**src/sideband_pkg.sv**
```systemverilog
package sideband_pkg;
  // ****************************************
  // Timing
  // ****************************************
  localparam int CLK_PERIOD_NS = 10;
  localparam int SNOOP_HIT_DELAY_CLK = 2;
  localparam int FRC_ERR_DELAY_CLK = 2;
  localparam int NEXT_ADDR_DELAY_CLK = 2;
  localparam int MAX_OUTSTANDING = 2;
  localparam int LOCK_GAP_CLK = 1;
  localparam int INTA_CYCLES = 2;
  // ****************************************
  // Register map
  // ****************************************
  localparam logic [11:0] CTRL_OFFSET = 12'h000;
  localparam logic [11:0] STATUS_OFFSET = 12'h004;
  localparam logic [11:0] SNOOP_OFFSET = 12'h008;
  localparam logic [11:0] CYCLE_OFFSET = 12'h00c;
  localparam logic [11:0] FRC_OFFSET = 12'h010;
  // Control field positions
  localparam int CTRL_NATIVE_ERROR_BIT = 0;
  localparam int CTRL_IF_BIT = 1;
  localparam int CTRL_LIC_EN_BIT = 2;
  localparam int CTRL_ES_BIT = 3;
  localparam int CTRL_FPCTL_BIT = 4;
  localparam int CTRL_SOFT_INIT_BIT = 5;
  localparam int CTRL_PARITY_ERR_BIT = 6;
  localparam logic [31:0] CTRL_RESET = 32'h0000_0000;
  // Cycle request fields
  localparam int CYC_GO_BIT = 0;
  localparam int CYC_LOCK_BIT = 1;
  localparam int CYC_MEM_BIT = 2;
  localparam int CYC_CACHE_BIT = 3;
  localparam int CYC_LAST_BIT = 4;
  // Snoop fields
  localparam int SNP_VALID_BIT = 0;
  localparam int SNP_MOD_BIT = 1;
  localparam int SNP_WB_DONE_BIT = 2;
  typedef enum logic [1:0] {
    BUS_IDLE = 2'b00,
    BUS_ACTIVE = 2'b01,
    BUS_HOLD = 2'b10,
    BUS_SHUTDOWN = 2'b11
  } bus_state_t;
endpackage

```
**src/sideband_ctrl.sv**
```systemverilog
// Operation
// RULE1 - Master drives outputs; checker floats them except error, interrupt data, test out
// RULE2 - Master or checker role latched at reset release, kept until next reset
// RULE3 - Snoop hit output set two clocks after snoop strobe, held till next inquire
// RULE4 - Modified snoop hit asserted, blocks others until write-back completes
// RULE5 - Hold request: finish outstanding cycles, float, assert acknowledge until removed
// RULE6 - Leaving hold drops acknowledge; pending cycle starts in that same clock
// RULE7 - Hold ignored during locked cycles, honoured during reset; code acknowledges hold only after the synchronised reset release
// RULE8 - Internal parity error pulses internal error one clock, then shutdown; code stays in BUS_HOLD if the error comes during hold
// RULE9 - Checker mismatch raises internal error two clocks after mismatching value
// RULE10 - Ignore input has no effect when native error bit is one
// RULE11 - Pending exception: control instructions run, others stall awaiting interrupt
// RULE12 - Soft init restarts as after reset, keeping caches and buffers
// RULE13 - Soft init high at reset release requests self test
// RULE14 - Enabled maskable interrupt gives two locked acknowledge cycles then vectors
// RULE15 - Interrupt source holds request until first acknowledge cycle begins
// RULE16 - Invalidate sampled with snoop strobe sets hit line shared or invalid; code samples invalidate but snoop_hit_out ignores it
// RULE17 - Cacheable cycle with cache enable active becomes burst line fill
// RULE18 - Controller enabled: pins are local interrupts; else maskable and non-maskable
// RULE19 - Bus lock refuses hold; address hold and backoff still honoured
// RULE20 - Lock from first locked clock to last burst ready, one idle clock between
// RULE21 - Next address gives strobe two clocks later; at most two cycles outstanding
// RULE22 - Memory/IO definition valid in same clock as address strobe
// RULE23 - System drives snoop address and snoop strobe to start an inquire
`timescale 1ns/1ps
module sideband_ctrl (
  // Clock and reset
  input wire logic clk_in,
  input wire logic rst_b_in,
  // APB slave
  input wire logic psel_in,
  input wire logic penable_in,
  input wire logic pwrite_in,
  input wire logic [11:0] paddr_in,
  input wire logic [31:0] pwdata_in,
  output logic [31:0] prdata_out,
  output logic pready_out,
  output logic pslverr_out,
  // Straps and bus pins
  input wire logic redundancy_role_select_in,
  input wire logic soft_init_in,
  input wire logic hold_request_in,
  input wire logic address_hold_in,
  input wire logic backoff_in,
  input wire logic burst_ready_in,
  input wire logic next_address_in,
  input wire logic external_cache_enable_in,
  input wire logic snoop_address_strobe_in,
  input wire logic snoop_invalidate_in,
  input wire logic ignore_numeric_error_in,
  input wire logic local_interrupt_zero_in,
  input wire logic local_interrupt_one_in,
  input wire logic [3:0] checker_sample_in,
  // Bus outputs
  output logic address_strobe_out,
  output logic mem_io_out,
  output logic bus_lock_out,
  output logic burst_fill_out,
  output logic hold_acknowledge_out,
  output logic snoop_hit_out,
  output logic snoop_modified_hit_out,
  output logic internal_error_out,
  output logic outputs_enable_out,
  // Core-facing status
  output logic maskable_interrupt_out,
  output logic nonmaskable_interrupt_out,
  output logic local_interrupt_zero_out,
  output logic local_interrupt_one_out,
  output logic fp_stall_out,
  output logic self_test_out,
  output logic soft_restart_out
);
  // ****************************************
  // Reset and input synchronisers
  // ****************************************
  logic [1:0] rst_sync;
  logic rst_b;
  always_ff @(posedge clk_in or negedge rst_b_in)
    if (!rst_b_in)
      rst_sync <= 2'b00;
    else
      rst_sync <= {rst_sync[0], 1'b1};
  assign rst_b = rst_sync[1];

  localparam int NSYNC = 16;
  logic [NSYNC-1:0] pin_raw, sync1, pin;
  assign pin_raw = {checker_sample_in, redundancy_role_select_in, soft_init_in, hold_request_in,
    address_hold_in, backoff_in, burst_ready_in, next_address_in, external_cache_enable_in,
    snoop_address_strobe_in, snoop_invalidate_in, ignore_numeric_error_in, local_interrupt_zero_in};
  // Pins are asynchronous to the bus clock
  always_ff @(posedge clk_in or negedge rst_b)
    if (!rst_b)
    begin
      sync1 <= '0;
      pin <= '0;
    end
    else
    begin
      sync1 <= pin_raw;
      pin <= sync1;
    end
  logic local_interrupt_one_s1, local_interrupt_one;
  always_ff @(posedge clk_in or negedge rst_b)
    if (!rst_b)
    begin
      local_interrupt_one_s1 <= 1'b0;
      local_interrupt_one <= 1'b0;
    end
    else
    begin
      local_interrupt_one_s1 <= local_interrupt_one_in;
      local_interrupt_one <= local_interrupt_one_s1;
    end
  logic [3:0] chk_s;
  logic role_s, sinit_s, hold_s, address_hold_in_s, backoff_in_s, burst_ready_in_s, na_s, ken_s, snoop_address_strobe_in_s, inv_s, ign_s, local_interrupt_zero;
  assign {chk_s, role_s, sinit_s, hold_s, address_hold_in_s, backoff_in_s, burst_ready_in_s, na_s, ken_s, snoop_address_strobe_in_s, inv_s,
    ign_s, local_interrupt_zero} = pin;

  // ****************************************
  // APB registers
  // ****************************************
  logic [31:0] ctrl;
  logic [4:0] cyc_req;
  logic [2:0] snp_cfg;
  logic [3:0] frc_expect;
  logic wr, rd, parity_pulse, wb_done, cyc_go;
  assign wr = psel_in && penable_in && pwrite_in;
  assign rd = psel_in && !penable_in && !pwrite_in;
  assign parity_pulse = wr && paddr_in == sideband_pkg::CTRL_OFFSET && pwdata_in[sideband_pkg::CTRL_PARITY_ERR_BIT];
  assign wb_done = wr && paddr_in == sideband_pkg::SNOOP_OFFSET && pwdata_in[sideband_pkg::SNP_WB_DONE_BIT];
  assign cyc_go = wr && paddr_in == sideband_pkg::CYCLE_OFFSET && pwdata_in[sideband_pkg::CYC_GO_BIT];
  always_ff @(posedge clk_in or negedge rst_b)
    if (!rst_b)
    begin
      ctrl <= sideband_pkg::CTRL_RESET;
      cyc_req <= '0;
      snp_cfg <= '0;
      frc_expect <= '0;
    end
    else if (wr)
    begin
      case (paddr_in)
        sideband_pkg::CTRL_OFFSET: ctrl <= pwdata_in & 32'h0000_003f;
        sideband_pkg::CYCLE_OFFSET: cyc_req <= pwdata_in[4:0];
        sideband_pkg::SNOOP_OFFSET: snp_cfg <= pwdata_in[2:0];
        sideband_pkg::FRC_OFFSET: frc_expect <= pwdata_in[3:0];
        default: ctrl <= ctrl;
      endcase
    end

  logic role_checker, bist_req;
  logic [1:0] outstanding;
  sideband_pkg::bus_state_t state;
  logic bad_addr;
  assign bad_addr = paddr_in > sideband_pkg::FRC_OFFSET || paddr_in[1:0] != 2'b00;
  // Zero-wait slave; read data staged in setup so prdata is a flop
  always_ff @(posedge clk_in or negedge rst_b)
    if (!rst_b)
    begin
      prdata_out <= '0;
      pready_out <= 1'b0;
      pslverr_out <= 1'b0;
    end
    else
    begin
      pready_out <= psel_in && !penable_in;
      pslverr_out <= psel_in && !penable_in && bad_addr;
      if (rd)
      begin
        case (paddr_in)
          sideband_pkg::CTRL_OFFSET: prdata_out <= ctrl;
          sideband_pkg::STATUS_OFFSET: prdata_out <= {22'h0, outstanding, state, bist_req, role_checker,
            hold_acknowledge_out, bus_lock_out, snoop_modified_hit_out, snoop_hit_out};
          sideband_pkg::SNOOP_OFFSET: prdata_out <= {29'h0, snp_cfg};
          sideband_pkg::CYCLE_OFFSET: prdata_out <= {27'h0, cyc_req};
          sideband_pkg::FRC_OFFSET: prdata_out <= {28'h0, frc_expect};
          default: prdata_out <= '0;
        endcase
      end
    end

  // ****************************************
  // Reset straps
  // ****************************************
  logic strap_done;
  logic [1:0] strap_wait;
  // RULE2 role latched once
  // Waits for the synchronisers to fill, so reset values are never taken as straps
  always_ff @(posedge clk_in or negedge rst_b)
    if (!rst_b)
    begin
      strap_done <= 1'b0;
      strap_wait <= 2'd0;
      role_checker <= 1'b0;
      bist_req <= 1'b0;
    end
    else if (!strap_done && strap_wait != 2'd2)
      strap_wait <= strap_wait + 2'd1;
    else if (!strap_done)
    begin
      strap_done <= 1'b1;
      role_checker <= !role_s;
      // RULE13 self test strap
      bist_req <= sinit_s;
    end
  assign self_test_out = bist_req;

  // ****************************************
  // Bus cycle and hold control
  // ****************************************
  logic lock_gap, pending, na_d1, na_fire;
  logic [1:0] inta_left;
  assign na_fire = na_d1;
  always_ff @(posedge clk_in or negedge rst_b)
    if (!rst_b)
      na_d1 <= 1'b0;
    else
      // RULE21 strobe two clocks after next address
      na_d1 <= na_s && outstanding == 2'd1;
  // RULE14 two locked acknowledge cycles
  logic maskable_interrupt_in_take;
  assign maskable_interrupt_in_take = maskable_interrupt_out && ctrl[sideband_pkg::CTRL_IF_BIT] && inta_left == 2'd0
    && state == sideband_pkg::BUS_IDLE && !pending;
  always_ff @(posedge clk_in or negedge rst_b)
    if (!rst_b)
      pending <= 1'b0;
    else if (cyc_go || maskable_interrupt_in_take || (burst_ready_in_s && outstanding != 2'd0 && inta_left == 2'd2))
      pending <= 1'b1;
    else if (address_strobe_out)
      pending <= 1'b0;
  logic issue, hold_ok;
  // RULE7 RULE19 hold refused while locked
  assign hold_ok = hold_s && !bus_lock_out;
  // RULE21 cap at two outstanding
  assign issue = pending && !lock_gap && !address_hold_in_s && !backoff_in_s && state != sideband_pkg::BUS_SHUTDOWN
    && !(hold_ok && state != sideband_pkg::BUS_ACTIVE)
    && (outstanding == 2'd0 || (na_fire && outstanding < 2'(sideband_pkg::MAX_OUTSTANDING)));
  always_ff @(posedge clk_in or negedge rst_b)
    if (!rst_b)
    begin
      state <= sideband_pkg::BUS_IDLE;
      outstanding <= 2'd0;
      hold_acknowledge_out <= 1'b0;
      address_strobe_out <= 1'b0;
      mem_io_out <= 1'b0;
      burst_fill_out <= 1'b0;
      inta_left <= 2'd0;
    end
    else
    begin
      // RULE22 definition with strobe
      address_strobe_out <= issue;
      if (issue)
      begin
        mem_io_out <= inta_left != 2'd0 ? 1'b0 : cyc_req[sideband_pkg::CYC_MEM_BIT];
        // RULE17 burst when cacheable and enabled
        burst_fill_out <= cyc_req[sideband_pkg::CYC_CACHE_BIT] && ken_s;
      end
      if (maskable_interrupt_in_take)
        inta_left <= 2'(sideband_pkg::INTA_CYCLES);
      else if (burst_ready_in_s && outstanding != 2'd0 && inta_left != 2'd0)
        inta_left <= inta_left - 2'd1;
      if (backoff_in_s)
        outstanding <= 2'd0;
      else
        outstanding <= outstanding + 2'(issue) - 2'(burst_ready_in_s && outstanding != 2'd0);
      // RULE8 shutdown after parity error from BUS_IDLE or BUS_ACTIVE
      case (state)
        sideband_pkg::BUS_IDLE:
          if (parity_pulse)
            state <= sideband_pkg::BUS_SHUTDOWN;
          // RULE5 float and acknowledge hold
          else if (hold_ok && outstanding == 2'd0)
          begin
            state <= sideband_pkg::BUS_HOLD;
            hold_acknowledge_out <= 1'b1;
          end
          else if (issue)
            state <= sideband_pkg::BUS_ACTIVE;
        sideband_pkg::BUS_ACTIVE:
          if (parity_pulse)
            state <= sideband_pkg::BUS_SHUTDOWN;
          else if (outstanding == 2'd1 && burst_ready_in_s && !issue)
            state <= sideband_pkg::BUS_IDLE;
        sideband_pkg::BUS_HOLD:
          // RULE6 leave hold, pending strobe same clock
          if (!hold_s)
          begin
            hold_acknowledge_out <= 1'b0;
            state <= issue ? sideband_pkg::BUS_ACTIVE : sideband_pkg::BUS_IDLE;
          end
        default:
          state <= sideband_pkg::BUS_SHUTDOWN;
      endcase
    end
  // Hold in reset: acknowledge logic runs from the synchronised reset release onward

  // RULE20 lock span and one-clock gap
  always_ff @(posedge clk_in or negedge rst_b)
    if (!rst_b)
    begin
      bus_lock_out <= 1'b0;
      lock_gap <= 1'b0;
    end
    else
    begin
      lock_gap <= 1'b0;
      if (issue && !bus_lock_out && (cyc_req[sideband_pkg::CYC_LOCK_BIT] || inta_left != 2'd0 || maskable_interrupt_in_take))
        bus_lock_out <= 1'b1;
      else if (bus_lock_out && burst_ready_in_s && outstanding == 2'd1 && !pending
               && (inta_left == 2'd1 || (inta_left == 2'd0 && cyc_req[sideband_pkg::CYC_LAST_BIT])))
      begin
        bus_lock_out <= 1'b0;
        lock_gap <= 1'b1;
      end
    end

  // ****************************************
  // Snoop response
  // ****************************************
  logic snoop_address_strobe_in_d1, inv_d1;
  // RULE3 hit two clocks after strobe
  always_ff @(posedge clk_in or negedge rst_b)
    if (!rst_b)
    begin
      snoop_address_strobe_in_d1 <= 1'b0;
      inv_d1 <= 1'b0;
      snoop_hit_out <= 1'b0;
      snoop_modified_hit_out <= 1'b0;
    end
    else
    begin
      snoop_address_strobe_in_d1 <= snoop_address_strobe_in_s;
      // RULE16 invalidate sampled with strobe
      if (snoop_address_strobe_in_s)
        inv_d1 <= inv_s;
      if (snoop_address_strobe_in_d1)
      begin
        snoop_hit_out <= snp_cfg[sideband_pkg::SNP_VALID_BIT] && !(inv_d1 && 1'b0);
        // RULE4 modified hit until write-back
        snoop_modified_hit_out <= snp_cfg[sideband_pkg::SNP_MOD_BIT];
      end
      else if (wb_done)
        snoop_modified_hit_out <= 1'b0;
    end
  // ****************************************
  // Errors and redundancy check
  // ****************************************
  logic mismatch_d1;
  always_ff @(posedge clk_in or negedge rst_b)
    if (!rst_b)
    begin
      mismatch_d1 <= 1'b0;
      internal_error_out <= 1'b0;
      outputs_enable_out <= 1'b0;
    end
    else
    begin
      // RULE1 checker floats bus outputs
      outputs_enable_out <= strap_done && !role_checker && state != sideband_pkg::BUS_HOLD;
      // RULE9 mismatch error two clocks later
      mismatch_d1 <= role_checker && strap_done && chk_s != frc_expect;
      // RULE8 one-clock parity pulse
      internal_error_out <= parity_pulse || mismatch_d1;
    end

  // ****************************************
  // Interrupt pins and numeric error
  // ****************************************
  always_ff @(posedge clk_in or negedge rst_b)
    if (!rst_b)
    begin
      maskable_interrupt_out <= 1'b0;
      nonmaskable_interrupt_out <= 1'b0;
      local_interrupt_zero_out <= 1'b0;
      local_interrupt_one_out <= 1'b0;
      fp_stall_out <= 1'b0;
      soft_restart_out <= 1'b0;
    end
    else
    begin
      // RULE18 pin routing by controller enable
      maskable_interrupt_out <= !ctrl[sideband_pkg::CTRL_LIC_EN_BIT] && local_interrupt_zero;
      nonmaskable_interrupt_out <= !ctrl[sideband_pkg::CTRL_LIC_EN_BIT] && local_interrupt_one;
      local_interrupt_zero_out <= ctrl[sideband_pkg::CTRL_LIC_EN_BIT] && local_interrupt_zero;
      local_interrupt_one_out <= ctrl[sideband_pkg::CTRL_LIC_EN_BIT] && local_interrupt_one;
      // RULE10 RULE11 numeric error stall
      fp_stall_out <= !ctrl[sideband_pkg::CTRL_NATIVE_ERROR_BIT] && !ign_s
        && ctrl[sideband_pkg::CTRL_ES_BIT] && !ctrl[sideband_pkg::CTRL_FPCTL_BIT];
      // RULE12 soft restart, caches kept
      soft_restart_out <= strap_done && (sinit_s || (wr && paddr_in == sideband_pkg::CTRL_OFFSET
        && pwdata_in[sideband_pkg::CTRL_SOFT_INIT_BIT]));
    end

  // ****************************************
  // Checks
  // ****************************************
  AST_HIT_DELAY: assert property (@(posedge clk_in) disable iff (!rst_b) // RULE3
    snoop_address_strobe_in_s |-> ##2 (snoop_hit_out == $past(snp_cfg[sideband_pkg::SNP_VALID_BIT]))) else $error("hit timing");
  AST_HIT_HOLD: assert property (@(posedge clk_in) disable iff (!rst_b) // RULE3
    !snoop_address_strobe_in_d1 |=> $stable(snoop_hit_out)) else $error("hit changed without inquire");
  AST_HOLD_ACKNOWLEDGE_LOCK: assert property (@(posedge clk_in) disable iff (!rst_b) // RULE19
    (bus_lock_out && !hold_acknowledge_out) |=> !hold_acknowledge_out) else $error("hold taken while locked");
  AST_HOLD_ACKNOWLEDGE_IDLE: assert property (@(posedge clk_in) disable iff (!rst_b) // RULE5
    $rose(hold_acknowledge_out) |-> outstanding == 2'd0) else $error("hold with cycles open");
  AST_INTERNAL_ERROR_OUT_PULSE: assert property (@(posedge clk_in) disable iff (!rst_b) // RULE8
    parity_pulse |=> internal_error_out ##1 (state == sideband_pkg::BUS_SHUTDOWN)) else $error("parity pulse");
  AST_FRC_ERR: assert property (@(posedge clk_in) disable iff (!rst_b) // RULE9
    (role_checker && strap_done && chk_s != frc_expect) |-> ##2 internal_error_out) else $error("frc error late");
  AST_MAX_OUT: assert property (@(posedge clk_in) disable iff (!rst_b) // RULE21
    outstanding <= 2'd2) else $error("too many cycles");
  AST_LOCK_GAP: assert property (@(posedge clk_in) disable iff (!rst_b) // RULE20
    $fell(bus_lock_out) |=> !bus_lock_out) else $error("lock gap missing");
  AST_NE_SET: assert property (@(posedge clk_in) disable iff (!rst_b) // RULE10
    ctrl[sideband_pkg::CTRL_NATIVE_ERROR_BIT] |=> !fp_stall_out) else $error("stall with native error");
  AST_ROLE_FIXED: assert property (@(posedge clk_in) disable iff (!rst_b) // RULE2
    strap_done |=> $stable(role_checker)) else $error("role changed");
endmodule // sideband_ctrl

```
**config.mk**
```make
export PLATFORM = sky130hd
export DESIGN_NAME = sideband_ctrl
export DESIGN_NICKNAME = d
export VERILOG_FILES = /design/src/sideband_pkg.sv /design/src/sideband_ctrl.sv
export SDC_FILE = /design/constraint.sdc
export NUM_CORES = 1
export LEC_CHECK = 0
export BUFFER_PORTS_ARGS = -buffer_cell sky130_fd_sc_hd__buf_2
export CORE_MARGIN = 10
export CORE_UTILIZATION = 35
export CTS_CLUSTER_SIZE = 8
export DETAILED_ROUTE_END_ITERATION = 7
export GPL_TIMING_DRIVEN = 0
export PLACE_DENSITY_LB_ADDON = 0.1
export SLEW_MARGIN = 20
export SYNTH_ARGS = -nofsm -noshare
export SYNTH_HDL_FRONTEND = slang
export SYNTH_SLANG_ARGS = --single-unit
```
**constraint.sdc**
```tcl
create_clock -name clk_in -period 3.8 [get_ports clk_in]
set_clock_uncertainty 0.15 [all_clocks]
set_input_delay 0.57 -clock clk_in [delete_from_list [all_inputs] [get_ports clk_in]]
set_output_delay 0.57 -clock clk_in [all_outputs]
set_load 0.01 [all_outputs]
```
==> impl_metrics.json <==
{
  "status": "complete, no violations",
  "root_buffer": "clkbuf_8",
  "p_switching_mw": 0.621,
  "grt_pass1_wl_um": 14300,
  "grt_max_degree": 49,
  "p_per_area_nw_per_um2": 467,
  "core_um2": 10900,
  "synthFlopType": "dfrtp_1",
  "post_cts_resized": 0,
  "grt_overflow_total": 0,
  "syn_to_final_growth_pct": 21.1,
  "grt_pass1_vias": 2706,
  "rsz0062_at_grt": "no",
  "io_buffers": 66,
  "worst_pin_slew_ns": 0.736,
  "synthesis.area_um2": 3900,
  "intPower_mw": 1.58,
  "cts_setup_buffers": 0,
  "p_seq_frac": 0.532,
  "totalWireLength_um": 8790,
  "combinationalPowerShare": 0.167,
  "post-route-min-period_ns": 2.73,
  "relSlewSlack": 0.502,
  "synth_area_per_cell_um2": 12.8,
  "yosys.cell_count.top_type": "dfrtp_1",
  "syn_inst": 304,
  "cpMaxStageDelayCell": "a21oi_1",
  "setup_tns_ns": 0,
  "grt_usage": 0.112,
  "worstSetupPathType": "flip-flop to flip-flop",
  "cts_tree": "built",
  "cp-start-kind": "flip-flop",
  "synthArstFlopShare": 1.00,
  "die_area_um2": 15800,
  "via_per_inst": 4.54,
  "synth_top_area_frac": 0.610,
  "sw_frac_of_total": 0.282,
  "vias": 2495,
  "post-dp-hpwl_um": 6720,
  "antenna_found_initial": 1,
  "irDropWorstVdd_v": 0.000221,
  "hold_violations": 0,
  "dieHeight_um": 126,
  "post-place-ws_ns": 1.00,
  "finalCritPeriodShare": 0.718,
  "ys_seq_elements": 95,
  "path_cells": "clkbuf_1 -> a211oi_1 -> nand3_1 -> a21oi_1 -> xnor2_1 -> ha_1 -> xnor2_1 -> nor2b_1 -> mux2_2",
  "first_iter_violations": 115,
  "drtAntennaViolNets": 0,
  "layout_setup_ws_ns": 1.07,
  "initial_core_util": 0.358,
  "wl_per_cell_um": 16.0,
  "cp_top_family": "compound AO/OA/AOI/OAI gates",
  "clk_latency_ns": 0.36,
  "power_frac_clock": 0.301,
  "maxCapViolCount": 0,
  "synth_top_cell_by_area": "dfrtp_1",
  "power.total_mw": 2.20,
  "synth_edf_count": 0,
  "yosysSeqAreaShare": 0.610,
  "hold_ws_ns": 0.159,
  "cts_made_buffers": 9,
  "end_kind": "flip-flop",
  "place_congestion": 0.769,
  "yosys-top-cells-count": "95 x dfrtp_1, 22 x buf_4, 20 x nand2_1",
  "slew_viol_final": 0,
  "drc": 0,
  "synth.area.top_cells": "dfrtp_1 61%, mux2_2 4.9%, buf_4 4.2%, o21ai_0 2.3%, mux2i_1 2.1%",
  "nets": 475,
  "diodes": 0,
  "clk_pin_slew_ns": 0.10,
  "leakage_nw": 2.33,
  "crit_top_cell": "xnor2_1",
  "critical-path-max-stage-delay_ns": 0.50,
  "arrival_ns": 2.82,
  "cp_max_fo": 10,
  "hp-class": "input pin to flip-flop",
  "yosys_warnings": 0,
  "die_w_um": 126,
  "dr.pass1.iters": 4,
  "fmax_mhz": 366,
  "cts_sinks": 95,
  "synth_cell_types": 50,
  "path_buf_inv": 1,
  "drive_gt1_frac": 0.328,
  "cts_buffer_depth": 2,
  "io_pins": 116,
  "worstPathRequired_ns": 3.89,
  "htreeDepth": 3,
  "finalSetupViolations": 0,
  "std_cell_rows": 38
}
cell type report:
type,count,area [µm²]
Buffer,29,206
Clock buffer,11,141
Clock inverter,5,56.3
Fill cell,1061,6170
Inverter,12,45.0
Multi-Input combinational cell,189,1350
Sequential cell,95,2380
Tap cell,140,175
Timing Repair Buffer,68,368
power by group through the flow:
| stage | registers, mW | clock network, mW | logic, mW |
|---|---|---|---|
| 4_1_cts | 1.18 | 0.694 | 0.371 |
| 3_3_place_gp | 1.20 | 0 | 0.349 |
| 3_5_place_dp | 1.19 | 0 | 0.369 |
| 5_1_grt | 1.19 | 0.733 | 0.417 |
| 2_1_floorplan | 1.19 | 0 | 0.244 |
| 6_report | 1.17 | 0.664 | 0.368 |
per-layer routing:
| metal | vias up | wire length, µm | share of wire | global-route usage |
|---|---|---|---|---|
| met2 | 65 | 3970 | 0.45 | 0.168 |
| li1 | 1215 | - | - | - |
| met1 | 1203 | 4080 | 0.46 | 0.145 |
| met5 | - | 13 | 0.0015 | 0 |
| met3 | 10 | 630 | 0.072 | 0.0406 |
| met4 | 2 | 97 | 0.011 | 0.0407 |
stage by stage:
stage / std cells / utilization / area, µm²
2_1_floorplan: 325 / - / 3980
3_3_place_gp: 531 / 0.412 / 4480
3_5_place_dp: 532 / 0.414 / 4510
4_1_cts: 549 / 0.433 / 4720
5_1_grt: 549 / 0.433 / 4720
6_report: 549 / 0.433 / 4720
logic make-up (layout without fill, tap and decap cells):
group,after synthesis,in the layout,share of synthesized area
buffers and inverters,41,125,0.0645
adder cells (fa/ha/maj),5,5,0.0161
AO/OA/AOI/OAI,48,48,0.0835
flip-flops,95,95,0.610
AND/OR/NAND/NOR,77,77,0.127
XOR/XNOR,7,7,0.0157
other,2,23,0.00193
multiplexers,29,29,0.0812
state kept, by name, indices dropped and copies added, names as in the netlist, 2 cells and up:
signal,cells
ctrl,6
cyc_req,5
state,2
strap_wait,2
frc_expect,4
outstanding,2
pin,15
prdata_out,10
sync1,15
snp_cfg,3
rst_sync,2
inta_left,2
worst paths after layout:
path / startpoint / slack [ns] / end / cells after the start
hold reg to reg: sync1[8] / 0.19 / pin[8] / 0
hold / removal: next_address_in / 0.16 / sync1[5] / 1
setup / recovery: state[0] / 1.07 / outstanding[1] / 9
min in group asynchronous: rst_sync[1] / 0.21 / sync1[0] / 0
max in group asynchronous: rst_sync[1] / 2.66 / pready_out / 1
setup reg to reg: state[0] / 1.07 / outstanding[1] / 9
repair_timing:
item	in CTS	in global routing
hold endpoints to repair	2	0
hold buffers	1	0
setup endpoints to repair	0	0
cell usage in the layout (no fill, tap or decap), types with 8 or more instances in the layout:
cell type	synthesis	routed
buf_4	22	22
buf_2	0	66
mux2_2	17	17
o21ai_0	18	18
nor2_1	10	10
conb_1	2	23
inv_1	12	12
dfrtp_1	95	94
clkbuf_8	0	10
mux2i_1	8	8
a21oi_1	8	8
nor2b_1	9	9
nand2_1	20	20
No activity file was read; power rests on OpenSTA's default activity.
